===== src/shared/cds_pkg.sv =====
/*
  Constants for the drive-signal setup register bank: register pointers,
  reset values, field positions, state codes and timing counts.
  Assumes a single 50 MHz clock domain; no import, every use is scoped.
*/
package cds_pkg;

  // register pointers
  localparam logic [7:0] PTR_DRIVE_SETUP = 8'h09;
  localparam logic [7:0] PTR_CONV_CONFIG = 8'h0A;

  // values after reset, and the read value of unmapped pointers
  localparam logic [7:0] RST_DRIVE_SETUP = 8'h03;
  localparam logic [7:0] RST_CONV_CONFIG = 8'hA0;
  localparam logic [7:0] RD_UNMAPPED = 8'h00;

  // drive_signal_setup field positions
  localparam int unsigned BIT_CLOCK_HALVING = 7;
  localparam int unsigned BIT_DRIVE_ALL = 6;
  localparam int unsigned BIT_PIN_B_TRUE = 5;
  localparam int unsigned BIT_PIN_B_INV = 4;
  localparam int unsigned BIT_PIN_A_TRUE = 3;
  localparam int unsigned BIT_PIN_A_INV = 2;
  localparam int unsigned BIT_LEVEL_HI = 1;
  localparam int unsigned BIT_LEVEL_LO = 0;

  // serial slave address, arbitrary value
  localparam logic [6:0] SLAVE_ADDR = 7'h48;

  // clock periods per modulator tick at full rate; doubled when halving
  localparam logic [3:0] MOD_DIV_BASE = 4'h4;
  localparam logic [3:0] MOD_DIV_HALVED = 4'h8;

  // modulator ticks per conversion; halving doubles the tick, not the count
  localparam logic [11:0] CAP_CONV_TICKS = 12'h040;
  localparam logic [11:0] VT_CONV_TICKS = 12'h080;

  // bits per serial byte
  localparam logic [3:0] BYTE_BITS = 4'h8;

  typedef enum logic [8:0] {
    CDS_IDLE = 9'h001,
    CDS_ADDR = 9'h002,
    CDS_ACK_ADDR = 9'h004,
    CDS_PTR = 9'h008,
    CDS_ACK_PTR = 9'h010,
    CDS_WDATA = 9'h020,
    CDS_ACK_WDATA = 9'h040,
    CDS_RDATA = 9'h080,
    CDS_RACK = 9'h100
  } cds_state_t;

endpackage : cds_pkg


===== src/logic/cds_drive_gen.sv =====
/*
  Drive-signal and modulator clock generator.
  Assumes halve_i comes from a register on the same clock.
*/
`timescale 1ns/1ns
module cds_drive_gen (
  input wire logic clock_i,
  input wire logic nrst_i,
  input wire logic ce_i,
  input wire logic halve_i,
  output logic phase_o,
  output logic mod_tick_o
);

  logic [3:0] div_q;
  logic [3:0] limit;

  // halving doubles the tick period, so drive and modulator both slow down
  assign limit = halve_i ? cds_pkg::MOD_DIV_HALVED : cds_pkg::MOD_DIV_BASE;

  always_ff @(posedge clock_i or negedge nrst_i) begin
    if (!nrst_i) begin
      div_q <= 4'h0;
      mod_tick_o <= 1'b0;
    end else if (ce_i) begin
      if (div_q >= limit - 4'h1) begin
        div_q <= 4'h0;
        mod_tick_o <= 1'b1;
      end else begin
        div_q <= div_q + 4'h1;
        mod_tick_o <= 1'b0;
      end
    end
  end

  // drive square wave flips once per modulator tick
  always_ff @(posedge clock_i or negedge nrst_i) begin
    if (!nrst_i) begin
      phase_o <= 1'b0;
    end else if (ce_i && div_q >= limit - 4'h1) begin
      phase_o <= ~phase_o;
    end
  end

endmodule : cds_drive_gen


===== src/logic/cds_top.sv =====
/*
  Drive-signal setup register bank with two-wire serial slave, conversion
  timer and drive pin control.
  Assumes scl/sda are asynchronous pins and conversion requests come from
  logic on clock_i; the pad resolves the open-drain sda from sda_oe_o.
*/
`timescale 1ns/1ns
module cds_top (
  input wire logic clock_i,
  input wire logic nrst_i,
  input wire logic ce_i,
  input wire logic scl_i,
  input wire logic sda_i,
  output logic sda_o,
  output logic sda_oe_o,
  input wire logic conv_start_i,
  input wire logic conv_vt_i,
  output logic conv_busy_o,
  output logic conv_done_o,
  output logic drv_a_o,
  output logic drv_a_oe_o,
  output logic drv_b_o,
  output logic drv_b_oe_o,
  output logic [1:0] drive_level_o,
  output logic [7:0] converter_config_o
);

  logic scl_s1_q, scl_s2_q, scl_s3_q;
  logic sda_s1_q, sda_s2_q, sda_s3_q;
  logic scl_rise, scl_fall, start_det, stop_det;
  cds_pkg::cds_state_t st_q;
  logic [3:0] cnt_q;
  logic [7:0] sh_q, ptr_q;
  logic rw_q, nack_q, wr_stb;
  logic [7:0] drive_setup_q, rd_next;
  logic phase, mod_tick;
  logic [11:0] tick_cnt_q;
  logic conv_is_vt_q, drive_active;

  function automatic logic [7:0] rd_mux(input logic [7:0] ptr, input logic [7:0] setup,
                                        input logic [7:0] cfg);
    if (ptr == cds_pkg::PTR_DRIVE_SETUP) begin
      rd_mux = setup;
    end else if (ptr == cds_pkg::PTR_CONV_CONFIG) begin
      rd_mux = cfg;
    end else begin
      rd_mux = cds_pkg::RD_UNMAPPED;
    end
  endfunction : rd_mux

  // pin synchronisers; first stage feeds only the second
  always_ff @(posedge clock_i or negedge nrst_i) begin
    if (!nrst_i) begin
      scl_s1_q <= 1'b1;
      scl_s2_q <= 1'b1;
      scl_s3_q <= 1'b1;
      sda_s1_q <= 1'b1;
      sda_s2_q <= 1'b1;
      sda_s3_q <= 1'b1;
    end else if (ce_i) begin
      scl_s1_q <= scl_i;
      scl_s2_q <= scl_s1_q;
      scl_s3_q <= scl_s2_q;
      sda_s1_q <= sda_i;
      sda_s2_q <= sda_s1_q;
      sda_s3_q <= sda_s2_q;
    end
  end

  assign scl_rise = scl_s2_q & ~scl_s3_q;
  assign scl_fall = ~scl_s2_q & scl_s3_q;
  assign start_det = scl_s2_q & scl_s3_q & ~sda_s2_q & sda_s3_q;
  assign stop_det = scl_s2_q & scl_s3_q & sda_s2_q & ~sda_s3_q;
  assign wr_stb = (st_q == cds_pkg::CDS_WDATA) && scl_fall && (cnt_q == cds_pkg::BYTE_BITS);
  assign rd_next = rd_mux(ptr_q, drive_setup_q, converter_config_o);

  // serial slave: address, pointer, then data bytes with auto-increment
  always_ff @(posedge clock_i or negedge nrst_i) begin
    if (!nrst_i) begin
      st_q <= cds_pkg::CDS_IDLE;
      cnt_q <= 4'h0;
      sh_q <= 8'h00;
      ptr_q <= 8'h00;
      rw_q <= 1'b0;
      nack_q <= 1'b0;
      sda_oe_o <= 1'b0;
    end else if (ce_i) begin
      if (start_det) begin
        st_q <= cds_pkg::CDS_ADDR;
        cnt_q <= 4'h0;
        sda_oe_o <= 1'b0;
      end else if (stop_det) begin
        st_q <= cds_pkg::CDS_IDLE;
        sda_oe_o <= 1'b0;
      end else if (scl_rise) begin
        unique case (st_q)
          cds_pkg::CDS_ADDR, cds_pkg::CDS_PTR, cds_pkg::CDS_WDATA: begin
            sh_q <= {sh_q[6:0], sda_s2_q};
            cnt_q <= cnt_q + 4'h1;
          end
          cds_pkg::CDS_RDATA: cnt_q <= cnt_q + 4'h1;
          cds_pkg::CDS_RACK: nack_q <= sda_s2_q;
          default: ;
        endcase
      end else if (scl_fall) begin
        unique case (st_q)
          cds_pkg::CDS_ADDR: begin
            if (cnt_q == cds_pkg::BYTE_BITS) begin
              if (sh_q[7:1] == cds_pkg::SLAVE_ADDR) begin
                st_q <= cds_pkg::CDS_ACK_ADDR;
                rw_q <= sh_q[0];
                sda_oe_o <= 1'b1;
              end else begin
                st_q <= cds_pkg::CDS_IDLE;
              end
            end
          end
          cds_pkg::CDS_ACK_ADDR: begin
            cnt_q <= 4'h0;
            if (rw_q) begin
              st_q <= cds_pkg::CDS_RDATA;
              sh_q <= rd_next;
              sda_oe_o <= ~rd_next[7];
            end else begin
              st_q <= cds_pkg::CDS_PTR;
              sda_oe_o <= 1'b0;
            end
          end
          cds_pkg::CDS_PTR: begin
            if (cnt_q == cds_pkg::BYTE_BITS) begin
              ptr_q <= sh_q;
              st_q <= cds_pkg::CDS_ACK_PTR;
              sda_oe_o <= 1'b1;
            end
          end
          cds_pkg::CDS_ACK_PTR, cds_pkg::CDS_ACK_WDATA: begin
            st_q <= cds_pkg::CDS_WDATA;
            cnt_q <= 4'h0;
            sda_oe_o <= 1'b0;
          end
          cds_pkg::CDS_WDATA: begin
            if (cnt_q == cds_pkg::BYTE_BITS) begin
              ptr_q <= ptr_q + 8'h01;
              st_q <= cds_pkg::CDS_ACK_WDATA;
              sda_oe_o <= 1'b1;
            end
          end
          cds_pkg::CDS_RDATA: begin
            if (cnt_q == cds_pkg::BYTE_BITS) begin
              st_q <= cds_pkg::CDS_RACK;
              ptr_q <= ptr_q + 8'h01;
              sda_oe_o <= 1'b0;
            end else begin
              sh_q <= {sh_q[6:0], 1'b0};
              sda_oe_o <= ~sh_q[6];
            end
          end
          cds_pkg::CDS_RACK: begin
            cnt_q <= 4'h0;
            if (nack_q) begin
              st_q <= cds_pkg::CDS_IDLE;
            end else begin
              st_q <= cds_pkg::CDS_RDATA;
              sh_q <= rd_next;
              sda_oe_o <= ~rd_next[7];
            end
          end
          cds_pkg::CDS_IDLE: ;
          default: st_q <= cds_pkg::CDS_IDLE;
        endcase
      end
    end
  end

  // open drain: only ever pulls low
  always_ff @(posedge clock_i or negedge nrst_i) begin
    if (!nrst_i) begin
      sda_o <= 1'b0;
    end else if (ce_i) begin
      sda_o <= 1'b0;
    end
  end

  // register bank; unmapped pointers swallow writes
  always_ff @(posedge clock_i or negedge nrst_i) begin
    if (!nrst_i) begin
      drive_setup_q <= cds_pkg::RST_DRIVE_SETUP;
      converter_config_o <= cds_pkg::RST_CONV_CONFIG;
    end else if (ce_i && wr_stb) begin
      if (ptr_q == cds_pkg::PTR_DRIVE_SETUP) begin
        drive_setup_q <= sh_q;
      end
      if (ptr_q == cds_pkg::PTR_CONV_CONFIG) begin
        converter_config_o <= sh_q;
      end
    end
  end

  always_ff @(posedge clock_i or negedge nrst_i) begin
    if (!nrst_i) begin
      drive_level_o <= cds_pkg::RST_DRIVE_SETUP[1:0];
    end else if (ce_i) begin
      drive_level_o <= {drive_setup_q[cds_pkg::BIT_LEVEL_HI], drive_setup_q[cds_pkg::BIT_LEVEL_LO]};
    end
  end

  cds_drive_gen u_drive_gen (
    .clock_i(clock_i),
    .nrst_i(nrst_i),
    .ce_i(ce_i),
    .halve_i(drive_setup_q[cds_pkg::BIT_CLOCK_HALVING]),
    .phase_o(phase),
    .mod_tick_o(mod_tick)
  );

  // conversion length counted in modulator ticks, so halving doubles it
  always_ff @(posedge clock_i or negedge nrst_i) begin
    if (!nrst_i) begin
      conv_busy_o <= 1'b0;
      conv_done_o <= 1'b0;
      conv_is_vt_q <= 1'b0;
      tick_cnt_q <= 12'h000;
    end else if (ce_i) begin
      conv_done_o <= 1'b0;
      if (!conv_busy_o) begin
        if (conv_start_i) begin
          conv_busy_o <= 1'b1;
          conv_is_vt_q <= conv_vt_i;
          tick_cnt_q <= 12'h000;
        end
      end else if (mod_tick) begin
        if (tick_cnt_q == (conv_is_vt_q ? cds_pkg::VT_CONV_TICKS : cds_pkg::CAP_CONV_TICKS)
                          - 12'h001) begin
          conv_busy_o <= 1'b0;
          conv_done_o <= 1'b1;
        end else begin
          tick_cnt_q <= tick_cnt_q + 12'h001;
        end
      end
    end
  end

  // capacitive conversions always drive; voltage ones only with drive-all set
  assign drive_active = conv_busy_o &
                        (~conv_is_vt_q | drive_setup_q[cds_pkg::BIT_DRIVE_ALL]);

  // both enables set is a host error; true polarity then wins
  always_ff @(posedge clock_i or negedge nrst_i) begin
    if (!nrst_i) begin
      drv_b_o <= 1'b0;
      drv_b_oe_o <= 1'b0;
    end else if (ce_i) begin
      drv_b_oe_o <= drive_active & (drive_setup_q[cds_pkg::BIT_PIN_B_TRUE] |
                                    drive_setup_q[cds_pkg::BIT_PIN_B_INV]);
      if (!drive_active) begin
        drv_b_o <= 1'b0;
      end else if (drive_setup_q[cds_pkg::BIT_PIN_B_TRUE]) begin
        drv_b_o <= phase;
      end else if (drive_setup_q[cds_pkg::BIT_PIN_B_INV]) begin
        drv_b_o <= ~phase;
      end else begin
        drv_b_o <= 1'b0;
      end
    end
  end

  always_ff @(posedge clock_i or negedge nrst_i) begin
    if (!nrst_i) begin
      drv_a_o <= 1'b0;
      drv_a_oe_o <= 1'b0;
    end else if (ce_i) begin
      drv_a_oe_o <= drive_active & (drive_setup_q[cds_pkg::BIT_PIN_A_TRUE] |
                                    drive_setup_q[cds_pkg::BIT_PIN_A_INV]);
      if (!drive_active) begin
        drv_a_o <= 1'b0;
      end else if (drive_setup_q[cds_pkg::BIT_PIN_A_TRUE]) begin
        drv_a_o <= phase;
      end else if (drive_setup_q[cds_pkg::BIT_PIN_A_INV]) begin
        drv_a_o <= ~phase;
      end else begin
        drv_a_o <= 1'b0;
      end
    end
  end

endmodule : cds_top


===== config.mk =====
export PLATFORM = sky130hd
export DESIGN_NAME = cds_top
export DESIGN_NICKNAME = d
export VERILOG_FILES = /design/src/shared/cds_pkg.sv /design/src/logic/cds_drive_gen.sv /design/src/logic/cds_top.sv
export SDC_FILE = /design/constraint.sdc
export NUM_CORES = 1
export LEC_CHECK = 0
export BUFFER_PORTS_ARGS = -buffer_cell sky130_fd_sc_hd__buf_2
export CORE_MARGIN = 2
export CORE_UTILIZATION = 54
export DETAILED_ROUTE_END_ITERATION = 8
export GPL_TIMING_DRIVEN = 0
export PLACE_DENSITY = 0.72
export SLEW_MARGIN = 20
export SYNTH_ARGS = -nofsm -noshare
export SYNTH_HDL_FRONTEND = slang
export SYNTH_HIERARCHICAL = 1
export SYNTH_SLANG_ARGS = --single-unit

===== constraint.sdc =====
create_clock -name clock_i -period 3 [get_ports clock_i]
set_input_delay 0.3 -clock clock_i [delete_from_list [all_inputs] [get_ports clock_i]]
set_output_delay 0.3 -clock clock_i [all_outputs]
set_load 0.03 [all_outputs]

* Yosys cells after proc, flatten, opt, wreduce, memory -nomap -nowiden
Index checks and enable logic that the tools add are counted.
** Word-level totals
- Memories :: 0
- Bits in latches :: 0
- Word-level logic and storage cells :: 183
- Memory bits (writable) :: 0
- Bits in registers :: 81
- Output and inout bits :: 18
- ROM bits :: 0
** Operators by class
- $add $sub $neg :: 6
- $mul :: 0
- Multiplexer cells :: 62
- Order comparisons :: 1
- Reduce and logical (&&, ||, !) cells :: 29
- Shift-type cells :: 0
- Eq/ne operators :: 33
- Divide/modulo/power cells :: 0
- Bitwise gates (word level) :: 25
** Operators with widths (count)
- 8-bit 2-to-1 mux :: 13
- 9-bit 2-to-1 mux :: 8
- 9-bit case mux with 8 select lines :: 1
- 12-bit 2-to-1 mux :: 4
- 4-bit 2-to-1 mux :: 8
- 8-bit AND reduction :: 4
- 1-bit 2-to-1 mux :: 24
- 8-bit case mux with 3 select lines :: 1
- 4-bit inequality test, second input constant :: 5
- 8-bit by 4-bit equality test with 1-bit output, second input constant :: 2
- 8-bit case mux with 2 select lines :: 1
- 12-bit by 1-bit adder with 12-bit output, second input constant :: 1
- 12-bit equality test :: 1
- 3-bit inequality test, second input constant :: 4
- 1-bit NOT :: 12
- 1-bit bitwise AND :: 10
- 5-bit AND reduction :: 2
- 9-bit by 1-bit equality test with 1-bit output, second input constant :: 1
- 9-bit by 2-bit equality test with 1-bit output, second input constant :: 1
- 9-bit by 3-bit equality test with 1-bit output, second input constant :: 1
- 9-bit by 4-bit equality test with 1-bit output, second input constant :: 1
- 9-bit by 5-bit equality test with 1-bit output, second input constant :: 1
- 9-bit by 6-bit equality test with 1-bit output, second input constant :: 1
- 9-bit by 7-bit equality test with 1-bit output, second input constant :: 1
- 30 further kinds :: 48

* Longest topological paths before layout
Gate-level depths: netlist (run 1).
- Word-level depth :: 10
- Gate-level depth with buffers :: 10
- Gate-level depth less buffers :: 8

* Cells and area by module
The synthesis (run 1) kept the hierarchy.
** By module, submodules not included
- cds_top :: cells each 439, seq. area each 1893.1 um^2, area each 4237.8 um^2, times used 1
- cds_drive_gen :: cells each 25, seq. area each 150.1 um^2, area each 287.8 um^2, times used 1

* Worst setup path before layout (run 1)
No wires, ideal clock.
- Path type :: register -> register
- Start point :: register scl_s2_q
- End point :: register cnt_q[3]
- Library setup time :: 0.124 ns
- Cell stages (with the launch flop) :: 9
- Setup slack :: 0.694 ns
- Data arrival time :: 2.182 ns
- Required time :: 2.876 ns
- Buffers on the path :: 1
- Cell sequence :: dfstp_2 > ha_1 > clkbuf_1 > inv_1 > or4_1 > o22ai_2 > nand2b_1 > a22oi_1 > a211o_1
** Between the ends
- Longest elaborated chain between the ends :: 5
** Ends and longest elaborated chain
- from (decl) :: line cds_top.sv:28 : logic scl_s1_q, scl_s2_q, scl_s3_q;
- from (signal assigned) :: line cds_top.sv:62 : scl_s2_q <= scl_s1_q;
- 1-bit bitwise AND :: line cds_top.sv:72, cds_top.sv:73
- 1-bit bitwise AND (on tied branches) (2 in a row) :: line cds_top.sv:72, cds_top.sv:73
- 3-bit by 2-bit inequality test with 1-bit output (no source line), or another cell as far along
- 5-bit AND reduction (no source line)
- to (signal assigned) :: line cds_top.sv:99 : cnt_q <= cnt_q + 4'h1;
- to (signal assigned) :: line cds_top.sv:101 : cds_pkg::CDS_RDATA: cnt_q <= cnt_q + 4'h1;
- to (decl) :: line cds_top.sv:32 : logic [3:0] cnt_q;
Parallel ways exist; a longest one is shown, timed or not. The select of a mux whose other input is x is not followed.
A chain may end at the register's enable or synchronous reset.

* Final worst setup path (run 1)
Ends and elaborated chain as after synthesis.

==> results of run 1 <==
## cells in the mapped netlist, types with 4 or more instances
library cell	instances	area share
ha_1	11	0.030
nand4_1	8	0.011
inv_1	21	0.017
mux2_2	33	0.082
nand3_1	21	0.023
o21ai_0	31	0.034
nor2_1	36	0.030
dfrtp_1	68	0.38
o2111ai_1	5	0.0097
o2bb2ai_1	5	0.0097
buf_2	4	0.0044
o31ai_1	7	0.012
nand2_1	48	0.040
clkbuf_1	15	0.012
and3_1	9	0.012
dfstp_2	13	0.075
xor2_1	12	0.023
nor3_1	10	0.011
a22oi_1	7	0.012
nor2b_1	7	0.0097
a21oi_1	24	0.027
nand2b_1	4	0.0055
## flip-flops by register name, indices dropped and copies added (netlist names), 2 cells and up
name,cells
tick_cnt_q,12
cnt_q,4
ptr_q,8
drive_level_o,2
sh_q,8
converter_config_o,8
u_drive_gen/div_q,4
drive_setup_q,8
st_q,9
## final timing paths
check                      startpoint               endpoint  cells past startpoint
max in group asynchronous      nrst_i  converter_config_o[5]                      3
min in group asynchronous      nrst_i               cnt_q[1]                      2
hold reg to reg              scl_s1_q               scl_s2_q                      2
setup / recovery             scl_s2_q               cnt_q[3]                      8
setup reg to reg             scl_s2_q               cnt_q[3]                      8
hold / removal              conv_vt_i           conv_is_vt_q                      3
## layout make-up
| cell class | instances | area, µm² | share of cell area |
|---|---|---|---|
| buffer | 24 | 121 | 0.0241 |
| clock buffer | 12 | 145 | 0.0288 |
| clock inverter | 4 | 76.3 | 0.0152 |
| inverter | 21 | 78.8 | 0.0157 |
| multi-input combinational | 338 | 2280 | 0.453 |
| sequential | 81 | 2040 | 0.406 |
| tap | 105 | 131 | 0.0261 |
| timing repair buffer | 25 | 155 | 0.0308 |
## critical path, stage by stage, from the launching register on
cell and delay [ns]:
dfstp_2 0.57, ha_1 0.16, clkbuf_1 0.32, inv_1 0.21, or4_1 0.57, o22ai_2 0.22, nand2b_1 0.14, a22oi_1 0.10
a211o_1 0.30
## per-layer routing
layer  GRT usage  vias to the layer above  part of all wire
li1            -                     1744                 -
met1       0.347                     1811              0.47
met2       0.376                       99              0.47
met3      0.0324                       17             0.045
met4      0.0905                        0             0.016
met5           0                        -                 0
## cells by family after synthesis
family,synth area share
compound gates,0.173
xor+xnor,0.0290
fa+ha+maj,0.0304
buf+inv,0.0442
flops,0.451
mux,0.0868
other cells,0.000829
simple gates,0.184
## through the flow
| stage | hold WS, ns | power (µW) | instances | setup WS, ns |
|---|---|---|---|---|
| 2_1_floorplan | 0.00441 | 1810 | 464 | 0.694 |
| 3_3_place_gp | 0.477 | 1960 | 592 | 0.381 |
| 3_5_place_dp | 0.264 | 2000 | 593 | 0.348 |
| 4_1_cts | 0.161 | 2900 | 610 | 0.328 |
| 5_1_grt | 0.164 | 3040 | 610 | 0.181 |
| 6_report | 0.170 | 2890 | 610 | 0.303 |
## power by group
| part | internal (µW) | total (µW) | switching (µW) |
|---|---|---|---|
| registers | 1230 | 1350 | 125 |
| logic | 258 | 635 | 377 |
| clock network | 496 | 904 | 409 |
## repair_timing
action | in CTS | in global routing
endpoints found under the setup margin | 0 | 0
hold endpoints to repair | 23 | 0
hold buffers | 1 | 0
==> impl_metrics.tcl, run 1 <==
set metrics [dict create \
    peakVddDrop_mv 0.473 \
    gp_routability_congestion 0.910 \
    syn2layout_area_growth_pct 11.2 \
    cellLeakagePower_uw 0.00225 \
    fin_nets 518 \
    rsz0062_at_grt "no" \
    cts_resized 0 \
    crit_path_start_kind "flop" \
    clk_pin_slew_ns 0.08 \
    critPathCaptureType "flop" \
    synth-edff-count 0 \
    synthCells 464 \
    num_rows 33 \
    core_um2 8180 \
    setup_tns_ns 0 \
    worstSkewPairLatency_ns 0.35 \
    fillCellCount 696 \
    grt_pass1_vias 3453 \
    viasPerCell 6.02 \
    fmax_mhz 371 \
    syn_area_per_cell_um2 9.75 \
    clockRootBuffer "clkbuf_8" \
    cts_made_buffers 9 \
    relSlewSlack 0.517 \
    hold_viol 0 \
    final_cell_mix "68 x dfrtp_1, 48 x nand2_1, 36 x nor2_1" \
    grt_use_total 0.242 \
    synth_seq_area_share 0.451 \
    worstMarginPinSlew_ns 0.718 \
    arrival_ns 2.94 \
    place_area_um2 4800 \
    drtIter0Drc 272 \
    io_buffers 23 \
    cts_tree "done" \
    fin_area_um2 5030 \
    maxCapViolCount 0 \
    grt_pass1_wl_um 17100 \
    maxSlewViolCount 0 \
    period_share 0.899 \
    final_common_cell "dfrtp_1" \
    pin_count 25 \
    post-route-min-period_ns 2.70 \
    drc_errors 0 \
    layout-drive-gt1-share 0.206 \
    fin_worst_skew_ns 0.0109 \
    antenna_found_initial 0 \
    cp.required_ns 3.24 \
    firstDrtPassIters 5 \
    numClockSinks 81 \
    setup_viol 0 \
    wire_per_inst_um 16.9 \
    die_x_um 95.5 \
    dieArea_um2 9130 \
    post_cts_buffers 0 \
    hpwl_um 7260 \
    status "finished, final reports clean" \
    min_path_type "in -> reg" \
    htreeDepth 3 \
    crit_fanout 8 \
    die_h_um 95.5 \
    ys_warn_count 6 \
    power_density_nw_per_um2 574 \
    fin_util 0.616 \
    syn-num-nets 482 \
    wirelength_um 10300 \
    cts_max_path_buffers 2 \
    start_util 0.554 \
    overflow 0 \
    diodes 0 \
    num_vias 3671 \
    grt_max_degree 53 \
    synth.distinct_cells 65 \
    regToRegSetupSlack_ns 0.30 \
    ys_seq_elements 81 \
    syn_area_um2 4530 \
    synth_ff_type "dfrtp_1" \
    antenna_left 0 \
    synthArstFlopShare 1.00 \
    crit_type "reg -> reg" \
]
(Power assumes the default switching activity.)
==> run 2, diff against run 1 <==
--- a/config.mk
+++ b/config.mk
@@ -5,7 +5,9 @@
 export SDC_FILE = /design/constraint.sdc
 export NUM_CORES = 1
 export LEC_CHECK = 0
+export ABC_AREA = 1
 export BUFFER_PORTS_ARGS = -buffer_cell sky130_fd_sc_hd__buf_2
+export CORE_ASPECT_RATIO = 0.8
 export CORE_MARGIN = 2
 export CORE_UTILIZATION = 54
 export DETAILED_ROUTE_END_ITERATION = 8
==> run 2 against run 1 <==
  * Critical path depth grew 1
  * Setup slack gained 0.62 ns
  * First-iteration DRC count grew 9.2%
  * Clock skew rose by 0.00066 ns
  * Area after synthesis up 4.5%
  * Utilization is 0.066 points lower
  * Sequential power rose by 11%
  * Worst hold slack lost 0.053 ns
  * Non-clock buffer count fell by 13
  * Via count grew 12%
  * Total power rose by 18%
==> impl_metrics.tcl, run 2 <==
set metrics [dict create \
    pin_count 25 \
    maxSlewViolCount 0 \
    hpwl_um 8130 \
    wirelength_um 11000 \
    regToRegSetupSlack_ns 0.92 \
    post_cts_buffers 0 \
    clk_pin_slew_ns 0.09 \
    synth_area_leader_cell "dfrtp_1" \
    min_path_type "in -> reg" \
    grtUsageMet2 0.381 \
    numClockSinks 81 \
    num_vias 4126 \
    grt_use_total 0.252 \
    fin_worst_skew_ns 0.0116 \
    use_met3 0.0580 \
    overflow 0 \
    reg.largest.list "tick_cnt_q: 12 flops, st_q: 9 flops" \
    status "finished, final reports clean" \
    crit_path_start_kind "flop" \
    synthTopCellsByCount "176 x nand2_1, 68 x dfrtp_1, 62 x inv_1, 62 x nor2_1, 55 x nand3_1" \
    syn-num-nets 634 \
    period_share 0.693 \
    cts_made_buffers 9 \
    synth_seq_area_share 0.432 \
    core_um2 8480 \
    fin_area_um2 5220 \
    gp_routability_congestion 0.896 \
    worstMarginPinSlew_ns 0.555 \
    synth-edff-count 0 \
    synthCells 616 \
    grt-busiest-layer "met2" \
    syn_area_per_cell_um2 7.68 \
    antenna_found_initial 0 \
    r2r-start "scl_s2_q" \
    hold_viol 0 \
    syn2layout_area_growth_pct 10.3 \
    path_cells "ha_1 > nand3_4 > nand2_2 > nor2_1 > nor2_1 > nand2_1 > nor2_4 > o21ai_0 > o21a_1" \
    whs_ns 0.117 \
    largest_register_ffs 12 \
    drtIter0Drc 297 \
    fmax_mhz 481 \
    die_h_um 87.7 \
    critPathMostFrequentCell "nor2_1" \
    cts_max_path_buffers 2 \
    place_area_um2 5010 \
    ys_warn_count 6 \
    synth_top_area_share 0.360 \
    maxCapViolCount 0 \
    synthArstFlopShare 1.00 \
    slowest_stage "dfstp_2" \
    start_util 0.558 \
    crit_fanout 7 \
    num_rows 30 \
    arrival_ns 2.34 \
    io_buffers 23 \
    fin_nets 670 \
    ys_seq_elements 81 \
    cp-startpoint "scl_s2_q" \
    grt_pass1_vias 3936 \
    setup_tns_ns 0 \
    relSlewSlack 0.627 \
    clockRootBuffer "clkbuf_8" \
    layout-drive-gt1-share 0.163 \
    grt_use_met1 0.349 \
    antenna_left 0 \
    yosysMostFrequentCell "nand2_1" \
    final_cell_mix "176 x nand2_1, 68 x dfrtp_1, 62 x inv_1, 62 x nor2_1, 55 x nand3_1" \
    final_common_cell "nand2_1" \
    cts_tree "done" \
    synth.distinct_cells 33 \
    synth_area_leaders "dfrtp_1 36%, nand2_1 14%, dfstp_2 7.2%, nand3_1 5.8%, inv_1 4.9%" \
    holdBufCountCts 1 \
    die_x_um 109 \
    cts_resized 0 \
    peakVddDrop_mv 0.512 \
    firstDrtPassIters 4 \
    drc_errors 0 \
    cp.required_ns 3.27 \
    setup_viol 0 \
    critPathCaptureType "flop" \
    syn_area_um2 4730 \
    viasPerCell 5.37 \
    cellLeakagePower_uw 0.00256 \
    rsz0062_at_grt "no" \
    hp-start "conv_vt_i" \
    grt_pass1_wl_um 18600 \
    worstSkewPairLatency_ns 0.38 \
    grt_max_degree 45 \
    cp_slowest_stage_delay_ns 0.57 \
    regMostFlops "tick_cnt_q" \
    crit_type "reg -> reg" \
    htreeDepth 3 \
    wire_per_inst_um 14.3 \
    diodes 0 \
    post-route-min-period_ns 2.08 \
    power_density_nw_per_um2 653 \
    synth_ff_type "dfrtp_1" \
    dieArea_um2 9530 \
]
-- run 2: cell count changes after synthesis, moves of 26 or more --
cell / delta
inv_1: +41
nand3_1: +34
nand2_1: +128
nor2_1: +26
mux2_2: -33
-- run 2: critical path: cells and delay by family (launching register included) --
| family | cells | cell delay (ns) |
|---|---|---|
| adder cells (fa/ha/maj) | 1 | 0.23 |
| AO/OA/AOI/OAI | 2 | 0.29 |
| AND/OR/NAND/NOR | 6 | 0.87 |
| flip-flops | 1 | 0.57 |
-- run 2: kinds of logic after synthesis --
family                     count (synthesis)  synth area share
other                                      1          0.000793
adders and majority gates                 11            0.0291
and+or+nand+nor                          349             0.345
buffers and inverters                     78            0.0693
xor gates and xnor gates                  14            0.0259
DFF                                       81             0.432
AOI/OAI and AO/OA                         82            0.0976
-- run 2: path summary, 6_finish.rpt --
| kind | cells after the start | to |
|---|---|---|
| min in group asynchronous | 2 | tick_cnt_q[10] |
| worst min register to register | 2 | sda_oe_o |
| max in group asynchronous | 3 | converter_config_o[7] |
| worst max register to register | 9 | st_q[3] |
| worst min-delay path | 3 | conv_is_vt_q |
| worst max-delay path | 9 | st_q[3] |
-- run 2: cell type report --
type / count / area (µm²)
clock buffer: 10 / 128
multi-input combinational: 457 / 2360
sequential: 81 / 2040
buffer: 11 / 76.3
fill: 787 / 3270
tap: 112 / 140
clock inverter: 6 / 72.6
timing repair buffer: 25 / 148
inverter: 67 / 251
-- run 2: metrics by stage --
step / worst slack (ns) / utilization / cells / total power (µW)
global placement: 0.990 / 0.588 / 751 / 2530
finish: 0.922 / 0.615 / 769 / 3410
global route: 0.784 / 0.615 / 769 / 3640
CTS: 0.955 / 0.615 / 769 / 3420
floorplan: 1.27 / - / 616 / 2300
detailed placement: 0.985 / 0.590 / 752 / 2570
-- run 2: power breakdown --
part | internal [µW] | switching, µW | leakage [µW]
logic | 354 | 709 | 0.00144
clock network | 395 | 446 | 0.0000979
registers | 1290 | 219 | 0.00102
total | 2030 | 1370 | 0.00256
-- run 2: routing by layer --
| layer | part of all wire | wire [µm] |
|---|---|---|
| met5 | 0 | 0 |
| met1 | 0.47 | 5210 |
| met4 | 0.021 | 235 |
| met3 | 0.056 | 619 |
| met2 | 0.45 | 4950 |
==> run 3, diff against run 2 <==
--- a/config.mk
+++ b/config.mk
@@ -5,14 +5,14 @@
 export SDC_FILE = /design/constraint.sdc
 export NUM_CORES = 1
 export LEC_CHECK = 0
-export ABC_AREA = 1
+export ABC_AREA = 0
 export BUFFER_PORTS_ARGS = -buffer_cell sky130_fd_sc_hd__buf_2
 export CORE_ASPECT_RATIO = 0.8
 export CORE_MARGIN = 2
 export CORE_UTILIZATION = 54
 export DETAILED_ROUTE_END_ITERATION = 8
 export GPL_TIMING_DRIVEN = 0
-export PLACE_DENSITY = 0.72
+export PLACE_DENSITY = 0.75
 export SLEW_MARGIN = 20
 export SYNTH_ARGS = -nofsm -noshare
 export SYNTH_HDL_FRONTEND = slang
==> constraint.sdc (replaced) <==
create_clock -name clock_i -period 1.9 [get_ports clock_i]
set_input_delay 0.19 -clock clock_i [delete_from_list [all_inputs] [get_ports clock_i]]
set_output_delay 0.19 -clock clock_i [all_outputs]
set_load 0.03 [all_outputs]
==> run 3 against run 2 <==
  * The flow now finishes with violations (negative setup slack)
  * Combinational power is 49% higher
  * Sequential share of layout area is 4.7 points lower
  * Sequential cell count stayed put
  * Critical path type unchanged
  * Highest routed layer unchanged
==> impl_metrics.tcl, run 3 (synthesis gave the netlist of run 1 again) <==
set metrics [dict create \
    layout_setup_ws_ns -0.390 \
    io_buffers 23 \
    die_h_um 85.9 \
    diodes 0 \
    clk_pin_slew_ns 0.09 \
    antenna_left 0 \
    firstDrtPassIters 5 \
    fin_nets 566 \
    syn2layout_area_growth_pct 31.2 \
    cp.required_ns 2.15 \
    period_share 1.21 \
    largest_register_ffs 12 \
    critPathCaptureType "flop" \
    worstMarginPinSlew_ns 0.549 \
    numClockSinks 81 \
    layout-drive-gt1-share 0.410 \
    num_vias 4149 \
    cts_made_buffers 9 \
    grt_max_degree 45 \
    wirelength_um 12900 \
    worstSkewPairLatency_ns 0.36 \
    final_cell_mix "66 x dfrtp_1, 41 x nand2_1, 41 x buf_4" \
    arrival_ns 2.54 \
    die_x_um 106 \
    cp-startpoint "scl_s2_q" \
    htreeDepth 3 \
    maxSlewViolCount 0 \
    hold_viol 0 \
    violations "negative setup slack" \
    maxCapViolCount 0 \
    hp-start "conv_vt_i" \
    status "complete, but fails checks" \
    hpwl_um 7590 \
    viasPerCell 6.28 \
    start_util 0.564 \
    cts_tree "done" \
    post-route-min-period_ns 2.29 \
    peakVddDrop_mv 0.524 \
    crit_type "reg -> reg" \
    drtIter0Drc 316 \
    dpl.cell_count 596 \
    crit_fanout 8 \
    clockRootBuffer "clkbuf_8" \
    whs_ns 0.0188 \
    num_rows 29 \
    crit_path_start_kind "flop" \
    regMostFlops "tick_cnt_q" \
    relSlewSlack 0.633 \
    core_um2 8020 \
    grt_pass1_wl_um 20000 \
    final_common_cell "dfrtp_1" \
    rsz0062_at_grt "yes" \
    min_path_type "in -> reg" \
    drc_errors 0 \
    wire_per_inst_um 19.5 \
    pin_count 25 \
    cts_max_path_buffers 2 \
    antenna_found_initial 0 \
    setup_viol 47 \
    grt_use_total 0.279 \
    reg.largest.list "tick_cnt_q: 12 flops, st_q: 9 flops" \
    overflow 0 \
    dieArea_um2 9130 \
    instances_no_fill 661 \
    fmax_mhz 437 \
    fin_worst_skew_ns 0.00814 \
    gp_routability_congestion 0.920 \
    r2r-start "scl_s2_q" \
    power_density_nw_per_um2 867 \
    grt_pass1_vias 3955 \
    cellLeakagePower_uw 0.00265 \
]
run 3: changes by cell type in the layout (fill, tap and decap cells not counted), sizes merged, moves of 7 or more:
cell	delta
and3	+9
nand2	-141
nand3	-42
buf	+53
a22oi	+7
nor2b	+7
o21ai	-17
nor2	-44
clkbuf	+7
mux2	+34
inv	-45
run 3: cell type report:
class,instances,area [µm²]
clock inverters,7,83.8
flip-flops and latches,81,2050
inverters,21,81.3
multi-input cells,338,2690
fillers,546,2080
plain buffers,20,168
clock buffers,9,124
well taps,108,135
repair buffers,77,611
run 3: per-layer routing:
metal / routed length, µm / up-vias / part of all wire / track usage
li1: - / 1858 / - / -
met1: 5460 / 2045 / 0.42 / 0.387
met2: 6100 / 196 / 0.47 / 0.439
met3: 941 / 50 / 0.073 / 0.0623
met4: 406 / 0 / 0.031 / 0.0921
met5: 0 / - / 0 / 0
run 3: worst max-delay path, stage by stage (launching register included):
cell     delay (ns)
dfstp_2        0.58
inv_2          0.06
ha_4           0.23
buf_12         0.13
nor3_4         0.16
nand4_1        0.16
o32ai_4        0.35
buf_12         0.20
mux2_4         0.31
run 3: power by group:
part           internal, µW  switching [µW]
sequential             1940             271
clock                   635             724
combinational           796             782
run 3: path summary, 6_finish.rpt:
check | slack, ns | cells after the start | end
worst min register to register | 0.50 | 1 | drv_b_o
worst min-delay path | 0.02 | 3 | conv_is_vt_q
min in group asynchronous | 0.33 | 2 | tick_cnt_q[2]
worst max-delay path | -0.39 | 8 | sh_q[5]
worst max register to register | -0.39 | 8 | sh_q[5]
max in group asynchronous | 0.91 | 3 | converter_config_o[7]
run 3: what timing repair did:
action,in CTS,in global routing
pin swaps,13,17
endpoints found under the setup margin,56,56
buffers inserted,27,25
gates resized for setup,69,42
hold endpoints to repair,30,0
cloned,2,0
hold buffers,1,0
run 3: metrics by stage:
step                power, µW   util  setup slack (ns)  TNS, ns  cell area, µm²
floorplan                2910      -            -0.223    -3.43            4620
global placement         3140  0.607            -0.528   -21.07            4870
detailed placement       3210  0.610            -0.520   -21.37            4890
CTS                      4930  0.698            -0.315    -7.75            5600
global route             5370  0.741            -0.425   -13.37            5940
finish                   5150  0.741            -0.390   -10.68            5940
